[config.mk]
export PLATFORM = sky130hd
export DESIGN_NAME = scg_sleep_ctrl
export DESIGN_NICKNAME = d
export VERILOG_FILES = /design/src/verilog/scg_pkg.sv /design/src/verilog/scg_sleep_ctrl.sv
export SDC_FILE = /design/constraint.sdc
export NUM_CORES = 1
export LEC_CHECK = 0
export BUFFER_PORTS_ARGS = -buffer_cell sky130_fd_sc_hd__clkbuf_2
export CAP_MARGIN = 20
export CORE_ASPECT_RATIO = 1.75
export CORE_MARGIN = 1
export CORE_UTILIZATION = 53
export CTS_BUF_LIST = sky130_fd_sc_hd__clkbuf_4 sky130_fd_sc_hd__clkbuf_8
export DETAILED_ROUTE_END_ITERATION = 8
export MAX_ROUTING_LAYER = met4
export PLACE_DENSITY_LB_ADDON = 0.1
export SKIP_LAST_GASP = 1
export SLEW_MARGIN = 5
export SYNTH_ARGS = -nofsm -noshare
export SYNTH_HDL_FRONTEND = slang
export SYNTH_SLANG_ARGS = --single-unit
[constraint.sdc]
create_clock -name clk_in -period 4.8 [get_ports clk_in]
set_input_delay 0.24 -clock clk_in [delete_from_list [all_inputs] [get_ports clk_in]]
set_output_delay 0.24 -clock clk_in [all_outputs]
set_load 0.01 [all_outputs]
[src/verilog/scg_pkg.sv]
`default_nettype none
package scg_pkg;
  localparam logic [3:0] SCG_CTRL_OFS = 4'h0;
  localparam logic [3:0] SCG_GATE_OFS = 4'h4;
  localparam logic [3:0] SCG_STAT_OFS = 4'h8;
  localparam int SCG_CTRL_MODE_LSB = 0;
  localparam int SCG_CTRL_SE_BIT = 2;
  localparam int SCG_GATE_CONV_BIT = 0;
  localparam int SCG_GATE_SER_BIT = 1;
  localparam int SCG_GATE_T0_BIT = 2;
  localparam int SCG_GATE_T1_BIT = 3;
  localparam logic [2:0] SCG_CTRL_RST = 3'h0;
  localparam logic [3:0] SCG_GATE_RST = 4'h0;
  localparam logic [1:0] SCG_MODE_IDLE = 2'h0;
  localparam logic [1:0] SCG_MODE_NOISE = 2'h1;
  localparam logic [1:0] SCG_MODE_PDOWN = 2'h2;
  localparam logic [1:0] SCG_RESP_OKAY = 2'h0;
  localparam logic [1:0] SCG_RESP_SLVERR = 2'h2;
  localparam int SCG_CLK_NS = 10;
  localparam int SCG_STARTUP_NS = 100;
  localparam int SCG_STARTUP_CYC = (SCG_STARTUP_NS + SCG_CLK_NS - 1) / SCG_CLK_NS;
  localparam int SCG_HALT_CYC = 4;
  localparam logic [7:0] SCG_WAKE_CYC = 8'(SCG_STARTUP_CYC + SCG_HALT_CYC);
  typedef enum logic [2:0] {SCG_ACTIVE, SCG_IDLE, SCG_NOISE, SCG_PDOWN, SCG_WAKE} scg_state_t;
endpackage
`default_nettype wire

[src/verilog/scg_sleep_ctrl.sv]
`timescale 1ns/1ps
`default_nettype none
module scg_sleep_ctrl
  import scg_pkg::*;
(
  input wire logic clk_in,
  input wire logic rst_n_in,
  input wire logic [3:0] s_axi_awaddr,
  input wire logic s_axi_awvalid,
  output logic s_axi_awready,
  input wire logic [31:0] s_axi_wdata,
  input wire logic [3:0] s_axi_wstrb,
  input wire logic s_axi_wvalid,
  output logic s_axi_wready,
  output logic [1:0] s_axi_bresp,
  output logic s_axi_bvalid,
  input wire logic s_axi_bready,
  input wire logic [3:0] s_axi_araddr,
  input wire logic s_axi_arvalid,
  output logic s_axi_arready,
  output logic [31:0] s_axi_rdata,
  output logic [1:0] s_axi_rresp,
  output logic s_axi_rvalid,
  input wire logic s_axi_rready,
  input wire logic sleep_instr_in,
  input wire logic conv_enable_in,
  input wire logic cmp_enable_in,
  input wire logic cmp_uses_vref_in,
  input wire logic bod_fuse_enable_in,
  input wire logic wdt_enable_in,
  input wire logic external_interrupt_zero_level_mode_in,
  input wire logic external_interrupt_zero_pin_n_in,
  input wire logic pin_change_in,
  input wire logic external_interrupt_zero_edge_irq_in,
  input wire logic conv_done_irq_in,
  input wire logic nvm_ready_irq_in,
  input wire logic serial_start_irq_in,
  input wire logic wdt_irq_in,
  input wire logic other_io_irq_in,
  output logic cpu_clk_en_out,
  output logic flash_clk_en_out,
  output logic io_clk_en_out,
  output logic adc_clk_en_out,
  output logic fast_peripheral_clock_en_out,
  output logic main_osc_en_out,
  output logic timer_one_clk_en_out,
  output logic timer_zero_clk_en_out,
  output logic serial_clk_en_out,
  output logic conv_clk_en_out,
  output logic [3:0] periph_access_en_out,
  output logic cmp_mux_allowed_out,
  output logic conv_start_out,
  output logic conv_extended_out,
  output logic conv_run_out,
  output logic cmp_active_out,
  output logic vref_en_out,
  output logic bod_active_out,
  output logic wdt_active_out,
  output logic input_buf_en_out,
  output logic wake_buf_en_out,
  output logic wake_resume_out
);

  function automatic logic [3:0] scg_reg_sel(input logic [3:0] addr);
    scg_reg_sel = {addr == SCG_STAT_OFS, addr == SCG_GATE_OFS, addr == SCG_CTRL_OFS,
                   addr[1:0] == 2'h0};
  endfunction

  logic [2:0] ctrl_reg;
  logic [3:0] gate_reg;
  logic aw_held_reg;
  logic w_held_reg;
  logic [3:0] aw_addr_reg;
  logic [31:0] w_data_reg;
  logic [3:0] w_strb_reg;
  logic [3:0] wsel;
  logic [3:0] rsel;
  logic wr_fire;
  scg_state_t state_reg;
  scg_state_t state_next;
  logic [7:0] wake_cnt_reg;
  logic external_interrupt_zero_meta_reg;
  logic external_interrupt_zero_sync_reg;
  logic pc_meta_reg;
  logic pc_sync_reg;
  logic conv_en_d_reg;
  logic external_interrupt_zero_level_wake;
  logic wake_any;
  logic sleep_go;
  logic [1:0] mode;

  assign mode = ctrl_reg[SCG_CTRL_MODE_LSB +: 2];
  assign wsel = scg_reg_sel(aw_addr_reg);
  assign rsel = scg_reg_sel(s_axi_araddr);
  assign wr_fire = aw_held_reg && w_held_reg && !s_axi_bvalid;

  // pins pass two flops; only the second stage is looked at
  always_ff @(posedge clk_in or negedge rst_n_in)
  begin
    if (!rst_n_in)
    begin
      external_interrupt_zero_meta_reg <= 1'b1;
      external_interrupt_zero_sync_reg <= 1'b1;
      pc_meta_reg <= 1'b0;
      pc_sync_reg <= 1'b0;
    end
    else
    begin
      external_interrupt_zero_meta_reg <= external_interrupt_zero_pin_n_in;
      external_interrupt_zero_sync_reg <= external_interrupt_zero_meta_reg;
      pc_meta_reg <= pin_change_in;
      pc_sync_reg <= pc_meta_reg;
    end
  end

  // write channels are latched separately so either may arrive first
  always_ff @(posedge clk_in or negedge rst_n_in)
  begin
    if (!rst_n_in)
    begin
      aw_held_reg <= 1'b0;
      w_held_reg <= 1'b0;
      aw_addr_reg <= 4'h0;
      w_data_reg <= 32'h0;
      w_strb_reg <= 4'h0;
      s_axi_bvalid <= 1'b0;
      s_axi_bresp <= SCG_RESP_OKAY;
    end
    else
    begin
      if (s_axi_awvalid && s_axi_awready)
      begin
        aw_held_reg <= 1'b1;
        aw_addr_reg <= s_axi_awaddr;
      end
      if (s_axi_wvalid && s_axi_wready)
      begin
        w_held_reg <= 1'b1;
        w_data_reg <= s_axi_wdata;
        w_strb_reg <= s_axi_wstrb;
      end
      if (wr_fire)
      begin
        aw_held_reg <= 1'b0;
        w_held_reg <= 1'b0;
        s_axi_bvalid <= 1'b1;
        s_axi_bresp <= (wsel[0] && (wsel[1] || wsel[2])) ? SCG_RESP_OKAY : SCG_RESP_SLVERR;
      end
      else if (s_axi_bready)
        s_axi_bvalid <= 1'b0;
    end
  end

  always_ff @(posedge clk_in or negedge rst_n_in)
  begin
    if (!rst_n_in)
    begin
      s_axi_awready <= 1'b0;
      s_axi_wready <= 1'b0;
    end
    else
    begin
      s_axi_awready <= !aw_held_reg && !(s_axi_awvalid && s_axi_awready) && !s_axi_bvalid;
      s_axi_wready <= !w_held_reg && !(s_axi_wvalid && s_axi_wready) && !s_axi_bvalid;
    end
  end

  // only the low byte lane carries register bits
  always_ff @(posedge clk_in or negedge rst_n_in)
  begin
    if (!rst_n_in)
    begin
      ctrl_reg <= SCG_CTRL_RST;
      gate_reg <= SCG_GATE_RST;
    end
    else if (wr_fire && w_strb_reg[0] && wsel[0])
    begin
      if (wsel[1])
        ctrl_reg <= w_data_reg[2:0];
      if (wsel[2])
        gate_reg <= w_data_reg[3:0];
    end
  end

  always_ff @(posedge clk_in or negedge rst_n_in)
  begin
    if (!rst_n_in)
    begin
      s_axi_arready <= 1'b0;
      s_axi_rvalid <= 1'b0;
      s_axi_rdata <= 32'h0;
      s_axi_rresp <= SCG_RESP_OKAY;
    end
    else
    begin
      s_axi_arready <= !s_axi_rvalid && !(s_axi_arvalid && s_axi_arready);
      if (s_axi_arvalid && s_axi_arready)
      begin
        s_axi_rvalid <= 1'b1;
        s_axi_rresp <= SCG_RESP_OKAY;
        s_axi_rdata <= 32'h0;
        if (rsel[0] && rsel[1])
          s_axi_rdata <= {29'h0, ctrl_reg};
        else if (rsel[0] && rsel[2])
          s_axi_rdata <= {28'h0, gate_reg};
        else if (rsel[0] && rsel[3])
          s_axi_rdata <= {21'h0, conv_extended_out, input_buf_en_out, vref_en_out,
                          cmp_active_out, conv_clk_en_out, io_clk_en_out,
                          cpu_clk_en_out, 1'b0, state_reg};
        else
          s_axi_rresp <= SCG_RESP_SLVERR;
      end
      else if (s_axi_rready)
        s_axi_rvalid <= 1'b0;
    end
  end

  // level wake needs the low level seen after synchronising
  assign external_interrupt_zero_level_wake = external_interrupt_zero_level_mode_in && !external_interrupt_zero_sync_reg;
  assign sleep_go = sleep_instr_in && ctrl_reg[SCG_CTRL_SE_BIT];

  always_comb
  begin
    case (state_reg)
      SCG_IDLE:
        wake_any = external_interrupt_zero_level_wake || external_interrupt_zero_edge_irq_in || pc_sync_reg || nvm_ready_irq_in
          || serial_start_irq_in || conv_done_irq_in || other_io_irq_in || wdt_irq_in;
      SCG_NOISE:
        wake_any = conv_done_irq_in || nvm_ready_irq_in || external_interrupt_zero_level_wake || pc_sync_reg
          || serial_start_irq_in || wdt_irq_in;
      SCG_PDOWN:
        wake_any = serial_start_irq_in || external_interrupt_zero_level_wake || pc_sync_reg
          || wdt_irq_in;
      default:
        wake_any = 1'b0;
    endcase
  end

  always_comb
  begin
    state_next = state_reg;
    case (state_reg)
      SCG_ACTIVE:
        if (sleep_go)
        begin
          case (mode)
            SCG_MODE_IDLE: state_next = SCG_IDLE;
            SCG_MODE_NOISE: state_next = SCG_NOISE;
            SCG_MODE_PDOWN: state_next = SCG_PDOWN;
            default: state_next = SCG_ACTIVE;
          endcase
        end
      SCG_IDLE, SCG_NOISE, SCG_PDOWN:
        if (wake_any)
          state_next = SCG_WAKE;
      SCG_WAKE:
        if (wake_cnt_reg == 8'h1)
          state_next = SCG_ACTIVE;
      default:
        state_next = SCG_ACTIVE;
    endcase
  end

  // the wake count covers start-up plus the four halt cycles
  always_ff @(posedge clk_in or negedge rst_n_in)
  begin
    if (!rst_n_in)
    begin
      state_reg <= SCG_ACTIVE;
      wake_cnt_reg <= 8'h0;
      wake_resume_out <= 1'b0;
    end
    else
    begin
      state_reg <= state_next;
      wake_resume_out <= (state_reg == SCG_WAKE) && (state_next == SCG_ACTIVE);
      if (state_next == SCG_WAKE && state_reg != SCG_WAKE)
        wake_cnt_reg <= SCG_WAKE_CYC;
      else if (wake_cnt_reg != 8'h0)
        wake_cnt_reg <= wake_cnt_reg - 8'h1;
    end
  end

  // domain enables follow the next state so they switch with it
  always_ff @(posedge clk_in or negedge rst_n_in)
  begin
    if (!rst_n_in)
    begin
      cpu_clk_en_out <= 1'b1;
      flash_clk_en_out <= 1'b1;
      io_clk_en_out <= 1'b1;
      adc_clk_en_out <= 1'b1;
      fast_peripheral_clock_en_out <= 1'b1;
      main_osc_en_out <= 1'b1;
    end
    else
    begin
      cpu_clk_en_out <= state_next == SCG_ACTIVE;
      flash_clk_en_out <= state_next == SCG_ACTIVE;
      io_clk_en_out <= state_next inside {SCG_ACTIVE, SCG_IDLE, SCG_WAKE};
      adc_clk_en_out <= state_next != SCG_PDOWN;
      fast_peripheral_clock_en_out <= state_next inside {SCG_ACTIVE, SCG_IDLE, SCG_WAKE};
      main_osc_en_out <= state_next != SCG_PDOWN;
    end
  end

  // clock gating is and-ed with the io or adc domain, so wherever that domain is off the domain rules; access and mux enables follow gating alone
  always_ff @(posedge clk_in or negedge rst_n_in)
  begin
    if (!rst_n_in)
    begin
      timer_one_clk_en_out <= 1'b1;
      timer_zero_clk_en_out <= 1'b1;
      serial_clk_en_out <= 1'b1;
      conv_clk_en_out <= 1'b1;
      periph_access_en_out <= 4'hf;
      cmp_mux_allowed_out <= 1'b1;
    end
    else
    begin
      timer_one_clk_en_out <= io_clk_en_out && !gate_reg[SCG_GATE_T1_BIT];
      timer_zero_clk_en_out <= io_clk_en_out && !gate_reg[SCG_GATE_T0_BIT];
      serial_clk_en_out <= io_clk_en_out && !gate_reg[SCG_GATE_SER_BIT];
      conv_clk_en_out <= adc_clk_en_out && !gate_reg[SCG_GATE_CONV_BIT];
      periph_access_en_out <= ~gate_reg;
      cmp_mux_allowed_out <= !gate_reg[SCG_GATE_CONV_BIT];
    end
  end

  // analog side: converter, comparator, reference, buffers
  always_ff @(posedge clk_in or negedge rst_n_in)
  begin
    if (!rst_n_in)
    begin
      conv_en_d_reg <= 1'b0;
      conv_start_out <= 1'b0;
      conv_extended_out <= 1'b1;
      conv_run_out <= 1'b0;
      cmp_active_out <= 1'b0;
      vref_en_out <= 1'b0;
      bod_active_out <= 1'b0;
      wdt_active_out <= 1'b0;
      input_buf_en_out <= 1'b1;
      wake_buf_en_out <= 1'b1;
    end
    else
    begin
      conv_en_d_reg <= conv_enable_in;
      conv_start_out <= conv_enable_in && state_reg == SCG_ACTIVE
        && state_next inside {SCG_NOISE, SCG_IDLE};
      if (conv_enable_in && !conv_en_d_reg)
        conv_extended_out <= 1'b1;
      else if (conv_done_irq_in)
        conv_extended_out <= 1'b0;
      conv_run_out <= conv_enable_in;
      cmp_active_out <= cmp_enable_in
        && (state_next != SCG_PDOWN || cmp_uses_vref_in);
      vref_en_out <= bod_fuse_enable_in || conv_enable_in
        || (cmp_enable_in && (state_next != SCG_PDOWN || cmp_uses_vref_in));
      bod_active_out <= bod_fuse_enable_in;
      wdt_active_out <= wdt_enable_in;
      input_buf_en_out <= state_next != SCG_PDOWN;
      wake_buf_en_out <= 1'b1;
    end
  end
endmodule
`default_nettype wire

==> Word level (Yosys, flattened, before mapping) <==
Cells that the tools add are included.
{ "totals": {"register_bits": 94, "in_bits": 66} }
{ "op_classes": {"n_addsub": 1, "n_eq_ne": 15, "n_mux": 25, "n_bitwise": 1, "reduce_logical": 79} }
{ "op_table": {"columns": ["operator", "n"], "rows": [
  ["11-bit two-way mux", 3],
  ["1-bit logical AND", 28],
  ["1-bit logical OR", 19],
  ["8-bit two-way mux", 2],
  ["2-bit nonzero test", 7],
  ["1-bit logical NOT", 13],
  ["1-bit two-way mux", 10],
  ["3-bit by 2-bit == test with 1-bit output, second input constant", 3],
  ["3-bit two-way mux", 3],
  ["3-bit case mux with 3 select lines", 1],
  ["4-bit by 3-bit == test with 1-bit output, second input constant", 2],
  ["8-bit by 1-bit == test with 1-bit output, second input constant", 1],
  ["4-bit logical NOT", 2],
  ["2-bit two-way mux", 4],
  ["8-bit nonzero test", 1],
  ["8-bit by 1-bit subtractor with 8-bit output, second input constant", 1],
  ["3-bit by 1-bit == test with 1-bit output, second input constant", 2],
  ["3-bit == test, second input constant", 2],
  ["2-bit logical NOT", 3],
  ["3-bit logical NOT", 2],
  ["2-bit case mux with 3 select lines", 1],
  ["4-bit == test, second input constant", 1],
  ["4-bit inverter", 1],
  ["2-bit AND reduction", 2],
  ["7 further kinds", 7]
]} }

==> Logic depth before layout (Yosys ltp) <==
{ "logic_depth": {"word_depth": 16, "ltp_mapped": 6} }

==> Worst setup path before layout <==
No wires, ideal clock.
{ "synth_timing": {"path_kind": "register to register", "from": "register state_reg[2]", "to": "register conv_start_out", "arrival_ps": 1764, "setup_slack_ps": 2963, "stages_incl_launch_ff": 5, "period_less_slack_ps": 1837, "path_cell_list": "dfrtp_1 or4b_1 or4_4 a211o_1 a21oi_2"} }
{ "synth_via": {"elab_chain_len": 7, "elab_cells_between_ends": 16} }
{ "synth_rtl": {"columns": ["item", "line", "text"], "rows": [
  ["start: declaration", "scg_sleep_ctrl.sv:79", "scg_state_t state_reg;"],
  ["start signal: assignment", "scg_sleep_ctrl.sv:275", "state_reg <= state_next;"],
  ["3-bit by 2-bit == test with 1-bit output or 3-bit by 1-bit == test with 1-bit output (tied branches)", "scg_sleep_ctrl.sv:224, scg_sleep_ctrl.sv:242", null],
  ["1-bit case mux with 3 select lines", "scg_sleep_ctrl.sv:224", "case (state_reg)"],
  ["3-bit two-way mux", "scg_sleep_ctrl.sv:254", "if (wake_any)"],
  ["3-bit case mux with 3 select lines", "scg_sleep_ctrl.sv:242", "case (state_reg)"],
  ["3-bit by 2-bit == test with 1-bit output or 3-bit by 1-bit == test with 1-bit output (tied branches)", "scg_sleep_ctrl.sv:350", "&& state_next inside {SCG_NOISE, SCG_IDLE};"],
  ["2-bit nonzero test", "scg_sleep_ctrl.sv:350", null],
  ["1-bit logical AND *", "scg_sleep_ctrl.sv:350", null],
  ["end signal: assignment", "scg_sleep_ctrl.sv:349", "conv_start_out <= conv_enable_in && state_reg == SCG_ACTIVE"],
  ["end: declaration", "scg_sleep_ctrl.sv:52", "output logic conv_start_out,"]
]} }
Mark *: on every way between the ends. The rest lies on a longest branch, timed or not.
A chain may end at the register's enable or synchronous reset.

==> Final worst setup path <==
Ends and elaborated chain as after synthesis.

==> metrics.txt <==
# TYPE chip_impl_metric gauge
chip_impl_info{name="run_status",value="completed"} 1
chip_impl_metric{name="clock_pin_transition_on_the_worst_setup_and_hold_timing_paths",unit="ns"} 0.07
chip_impl_info{name="synth.cells.most_frequent",value="56 x sky130_fd_sc_hd__dfrtp_1, 29 x sky130_fd_sc_hd__buf_4, 17 x sky130_fd_sc_hd__inv_1"} 1
chip_impl_metric{name="max-clock-path-buffers",unit=""} 2
chip_impl_metric{name="chipWidth",unit="um"} 59.49
chip_impl_metric{name="yosysUniqueCellTypes",unit=""} 45
chip_impl_info{name="synth.largest_area_cell",value="sky130_fd_sc_hd__dfrtp_1"} 1
chip_impl_metric{name="ios",unit=""} 132
chip_impl_metric{name="power_per_cell_area",unit="nW/um^2"} 514.4
chip_impl_metric{name="routed_wirelength",unit="mm"} 5.306
chip_impl_metric{name="final_layout_size_suffix_gt1_share",unit="%"} 39.18
chip_impl_metric{name="drt-pass1-iter-count",unit=""} 4
chip_impl_metric{name="synthesized_area",unit="um^2"} 3065
chip_impl_metric{name="syn-mean-instance-area",unit="um^2"} 11.93
chip_impl_metric{name="area_growth_syn_to_layout",unit="%"} 18.37
chip_impl_metric{name="postCtsResizedCells",unit=""} 0
chip_impl_metric{name="worst_margin_pin_slew",unit="ns"} 0.6489
chip_impl_metric{name="first_global_vias",unit=""} 1953
chip_impl_metric{name="vdd_drop_max",unit="mV"} 0.2497
chip_impl_metric{name="drt_first_iter_violations",unit=""} 87
chip_impl_metric{name="clkLatencyLatePin",unit="ns"} 0.35
chip_impl_info{name="type_of_origin_of_the_critical_path",value="flop"} 1
chip_impl_metric{name="worst_ep_required_time",unit="ns"} 5.08
chip_impl_metric{name="total_cts_buffers",unit=""} 9
chip_impl_metric{name="total_leakage_power",unit="nW"} 1.779
chip_impl_metric{name="max_cap_viol_count",unit=""} 0
chip_impl_info{name="setup.worst_path.end_class",value="flop"} 1
chip_impl_metric{name="grt_pass1_wl",unit="mm"} 8.611
chip_impl_metric{name="grt_antenna_before_repair",unit=""} 0
chip_impl_metric{name="clock_tree.htree_level_count",unit=""} 3
chip_impl_metric{name="die_footprint",unit="um^2"} 6104
chip_impl_metric{name="floorplan.rows",unit=""} 36
chip_impl_metric{name="crit_fanout",unit=""} 6
chip_impl_metric{name="number_of_endpoints_failing_setup_at_the_final_stage",unit=""} 0
chip_impl_metric{name="routabilityCongestion",unit=""} 0.7804
chip_impl_metric{name="drc",unit=""} 0
chip_impl_metric{name="antenna-diode-count",unit=""} 0
chip_impl_metric{name="route.detailed.wl_per_inst",unit="um"} 12.69
chip_impl_metric{name="ys_warn_count",unit=""} 0
chip_impl_metric{name="postLayoutCoreUtil",unit="%"} 64.96
chip_impl_metric{name="final.setup.tns",unit="ns"} 0
chip_impl_metric{name="port-buffer-count",unit=""} 76
chip_impl_info{name="critical_path_class",value="reg -> reg"} 1
chip_impl_metric{name="detailed_placement_hpwl",unit="mm"} 3.973
chip_impl_info{name="unrepaired_setup_endpoints_after_global_routing",value="false"} 1
chip_impl_metric{name="placeableCoreArea",unit="um^2"} 5585
chip_impl_metric{name="cts.repair_timing.setup_buffer_count",unit=""} 0
chip_impl_info{name="synth.most_common_cell",value="sky130_fd_sc_hd__dfrtp_1"} 1
chip_impl_metric{name="detail-route-antenna-nets",unit=""} 0
chip_impl_metric{name="layout.nets",unit=""} 407
chip_impl_metric{name="hold_buffers_post_cts",unit=""} 4
chip_impl_info{name="post_synth_main_area_contributors",value="sky130_fd_sc_hd__dfrtp_1 46%, sky130_fd_sc_hd__dfstp_2 12%, sky130_fd_sc_hd__buf_4 7.1%"} 1
chip_impl_metric{name="synth_largest_type_area_fraction",unit="%"} 45.71
chip_impl_info{name="clock_tree_from_tritoncts",value="done"} 1
chip_impl_metric{name="timing.final.hold_violations",unit=""} 0
chip_impl_metric{name="grt_usage",unit="%"} 20.05
chip_impl_metric{name="fmax",unit="MHz"} 519.9
chip_impl_metric{name="timing.clock.skew",unit="ns"} 0.006072
chip_impl_metric{name="synthesis.instances",unit=""} 257
chip_impl_metric{name="final_period_minus_worst_setup_slack",unit="ns"} 1.923
chip_impl_metric{name="ys_ff_latch",unit=""} 70
chip_impl_info{name="most_instantiated_flip_flop_cell_in_the_synthesis_netlist",value="sky130_fd_sc_hd__dfrtp_1"} 1
chip_impl_metric{name="max_ffs_per_register",unit=""} 11
chip_impl_info{name="clk_root_buffer_cell",value="sky130_fd_sc_hd__clkbuf_8"} 1
chip_impl_metric{name="cts.sink_count",unit=""} 70
chip_impl_metric{name="dr_total_vias",unit=""} 2061
chip_impl_metric{name="start_util",unit="%"} 54.88
chip_impl_info{name="hp-class",value="in -> reg"} 1
chip_impl_metric{name="ratio_of_routed_vias_to_standard_cells",unit=""} 4.931
chip_impl_metric{name="worst_slew_margin_rel",unit="%"} 56.66
chip_impl_metric{name="grt_overflow_total",unit=""} 0
chip_impl_metric{name="dpl.cell_count",unit=""} 398
chip_impl_metric{name="final_cell_count_no_fill",unit=""} 418
chip_impl_metric{name="fp.dieH",unit="um"} 102.6
chip_impl_metric{name="critical_path_arrival",unit="ns"} 2.20
chip_impl_metric{name="post-route-period-util",unit="%"} 40.07
chip_impl_metric{name="grt_start_max_net_pins",unit=""} 51
chip_impl_metric{name="synth.yosys.seq_area_share",unit="%"} 57.71
chip_impl_metric{name="synth_edf_count",unit=""} 0
chip_impl_metric{name="report.final.slew_viol_count",unit=""} 0
chip_impl_metric{name="asyncSetResetFlopFracSynth",unit="%"} 100.0
chip_impl_metric{name="r2r_setup_slack",unit="ns"} 2.88
==> routing by layer <==
layer	up-vias	share of wire, %	track usage, %
li1	997	-	-
met2	72	55	33.02
met5	-	0	-
met1	980	38	21.04
met3	12	4.8	6.399
met4	0	2.5	10.55
==> power by group <==
part	internal [mW]	switching, mW
clock network	0.242	0.208
logic	0.234	0.250
registers	0.797	0.135
total	1.27	0.593
==> kinds of logic after synthesis <==
kind of cell	synth area share [%]
AOI/OAI and AO/OA	10.53
other	0.2450
DFF	57.71
muxes	7.510
adders and majority gates	1.633
buffers and inverters	9.836
xor gates and xnor gates	0.8573
and+or+nand+nor	11.67
==> layout by cell type (no fill, tap or decap), types with 5 or more instances in the layout <==
cell type                  count
sky130_fd_sc_hd__clkbuf_8     12
sky130_fd_sc_hd__nor3_1        8
sky130_fd_sc_hd__a22o_1       10
sky130_fd_sc_hd__nor2_1       14
sky130_fd_sc_hd__clkbuf_2     75
sky130_fd_sc_hd__dfrtp_1      56
sky130_fd_sc_hd__nor2b_1       9
sky130_fd_sc_hd__inv_1        17
sky130_fd_sc_hd__a21oi_1       6
sky130_fd_sc_hd__o21ai_0       6
sky130_fd_sc_hd__mux2i_1       5
sky130_fd_sc_hd__mux2_2       16
sky130_fd_sc_hd__dfstp_2      14
sky130_fd_sc_hd__nand2_1      14
sky130_fd_sc_hd__conb_1       24
==> cell type report <==
| type | count | area, um^2 |
|---|---|---|
| fillers | 499 | 1957 |
| flip-flops and latches | 70 | 1769 |
| multi-input cells | 158 | 1077 |
| repair buffers | 81 | 427.9 |
| clock buffers | 14 | 180.2 |
| well taps | 76 | 95.09 |
| inverters | 17 | 63.81 |
| clock inverters | 2 | 15.01 |
==> final timing paths <==
check,startpoint,endpoint,cells after the start
max reg2reg,state_reg[2]$_DFF_PN0_,conv_start_out$_DFF_PN0_,4
max,state_reg[2]$_DFF_PN0_,conv_start_out$_DFF_PN0_,4
min in group asynchronous,rst_n_in,vref_en_out$_DFF_PN0_,2
min,bod_fuse_enable_in,bod_active_out$_DFF_PN0_,1
min reg2reg,pc_meta_reg$_DFF_PN0_,pc_sync_reg$_DFF_PN0_,0
max in group asynchronous,rst_n_in,wake_cnt_reg[7]$_DFFE_PN0P_,3
==> metrics by stage <==
stage | setup slack [ns] | cell area [um^2] | power, mW | hold slack, ns
2_1_floorplan | 2.963 | 3148 | 1.274 | -0.05559
3_3_place_gp | 2.857 | 3393 | 1.411 | 0.2093
3_5_place_dp | 2.840 | 3393 | 1.433 | 0.2155
4_1_cts | 2.868 | 3628 | 1.892 | 0.009385
5_1_grt | 2.756 | 3628 | 2.004 | 0.01026
6_report | 2.877 | 3628 | 1.867 | 0.03112
==> worst max-delay path, cell delays in order (launching register included) <==
cell and delay, ns:
sky130_fd_sc_hd__dfrtp_1 0.44, sky130_fd_sc_hd__or4b_1 0.53, sky130_fd_sc_hd__or4_4 0.44, sky130_fd_sc_hd__a211o_1 0.32, sky130_fd_sc_hd__a21oi_2 0.12
No activity file was read; power rests on OpenSTA's default activity.
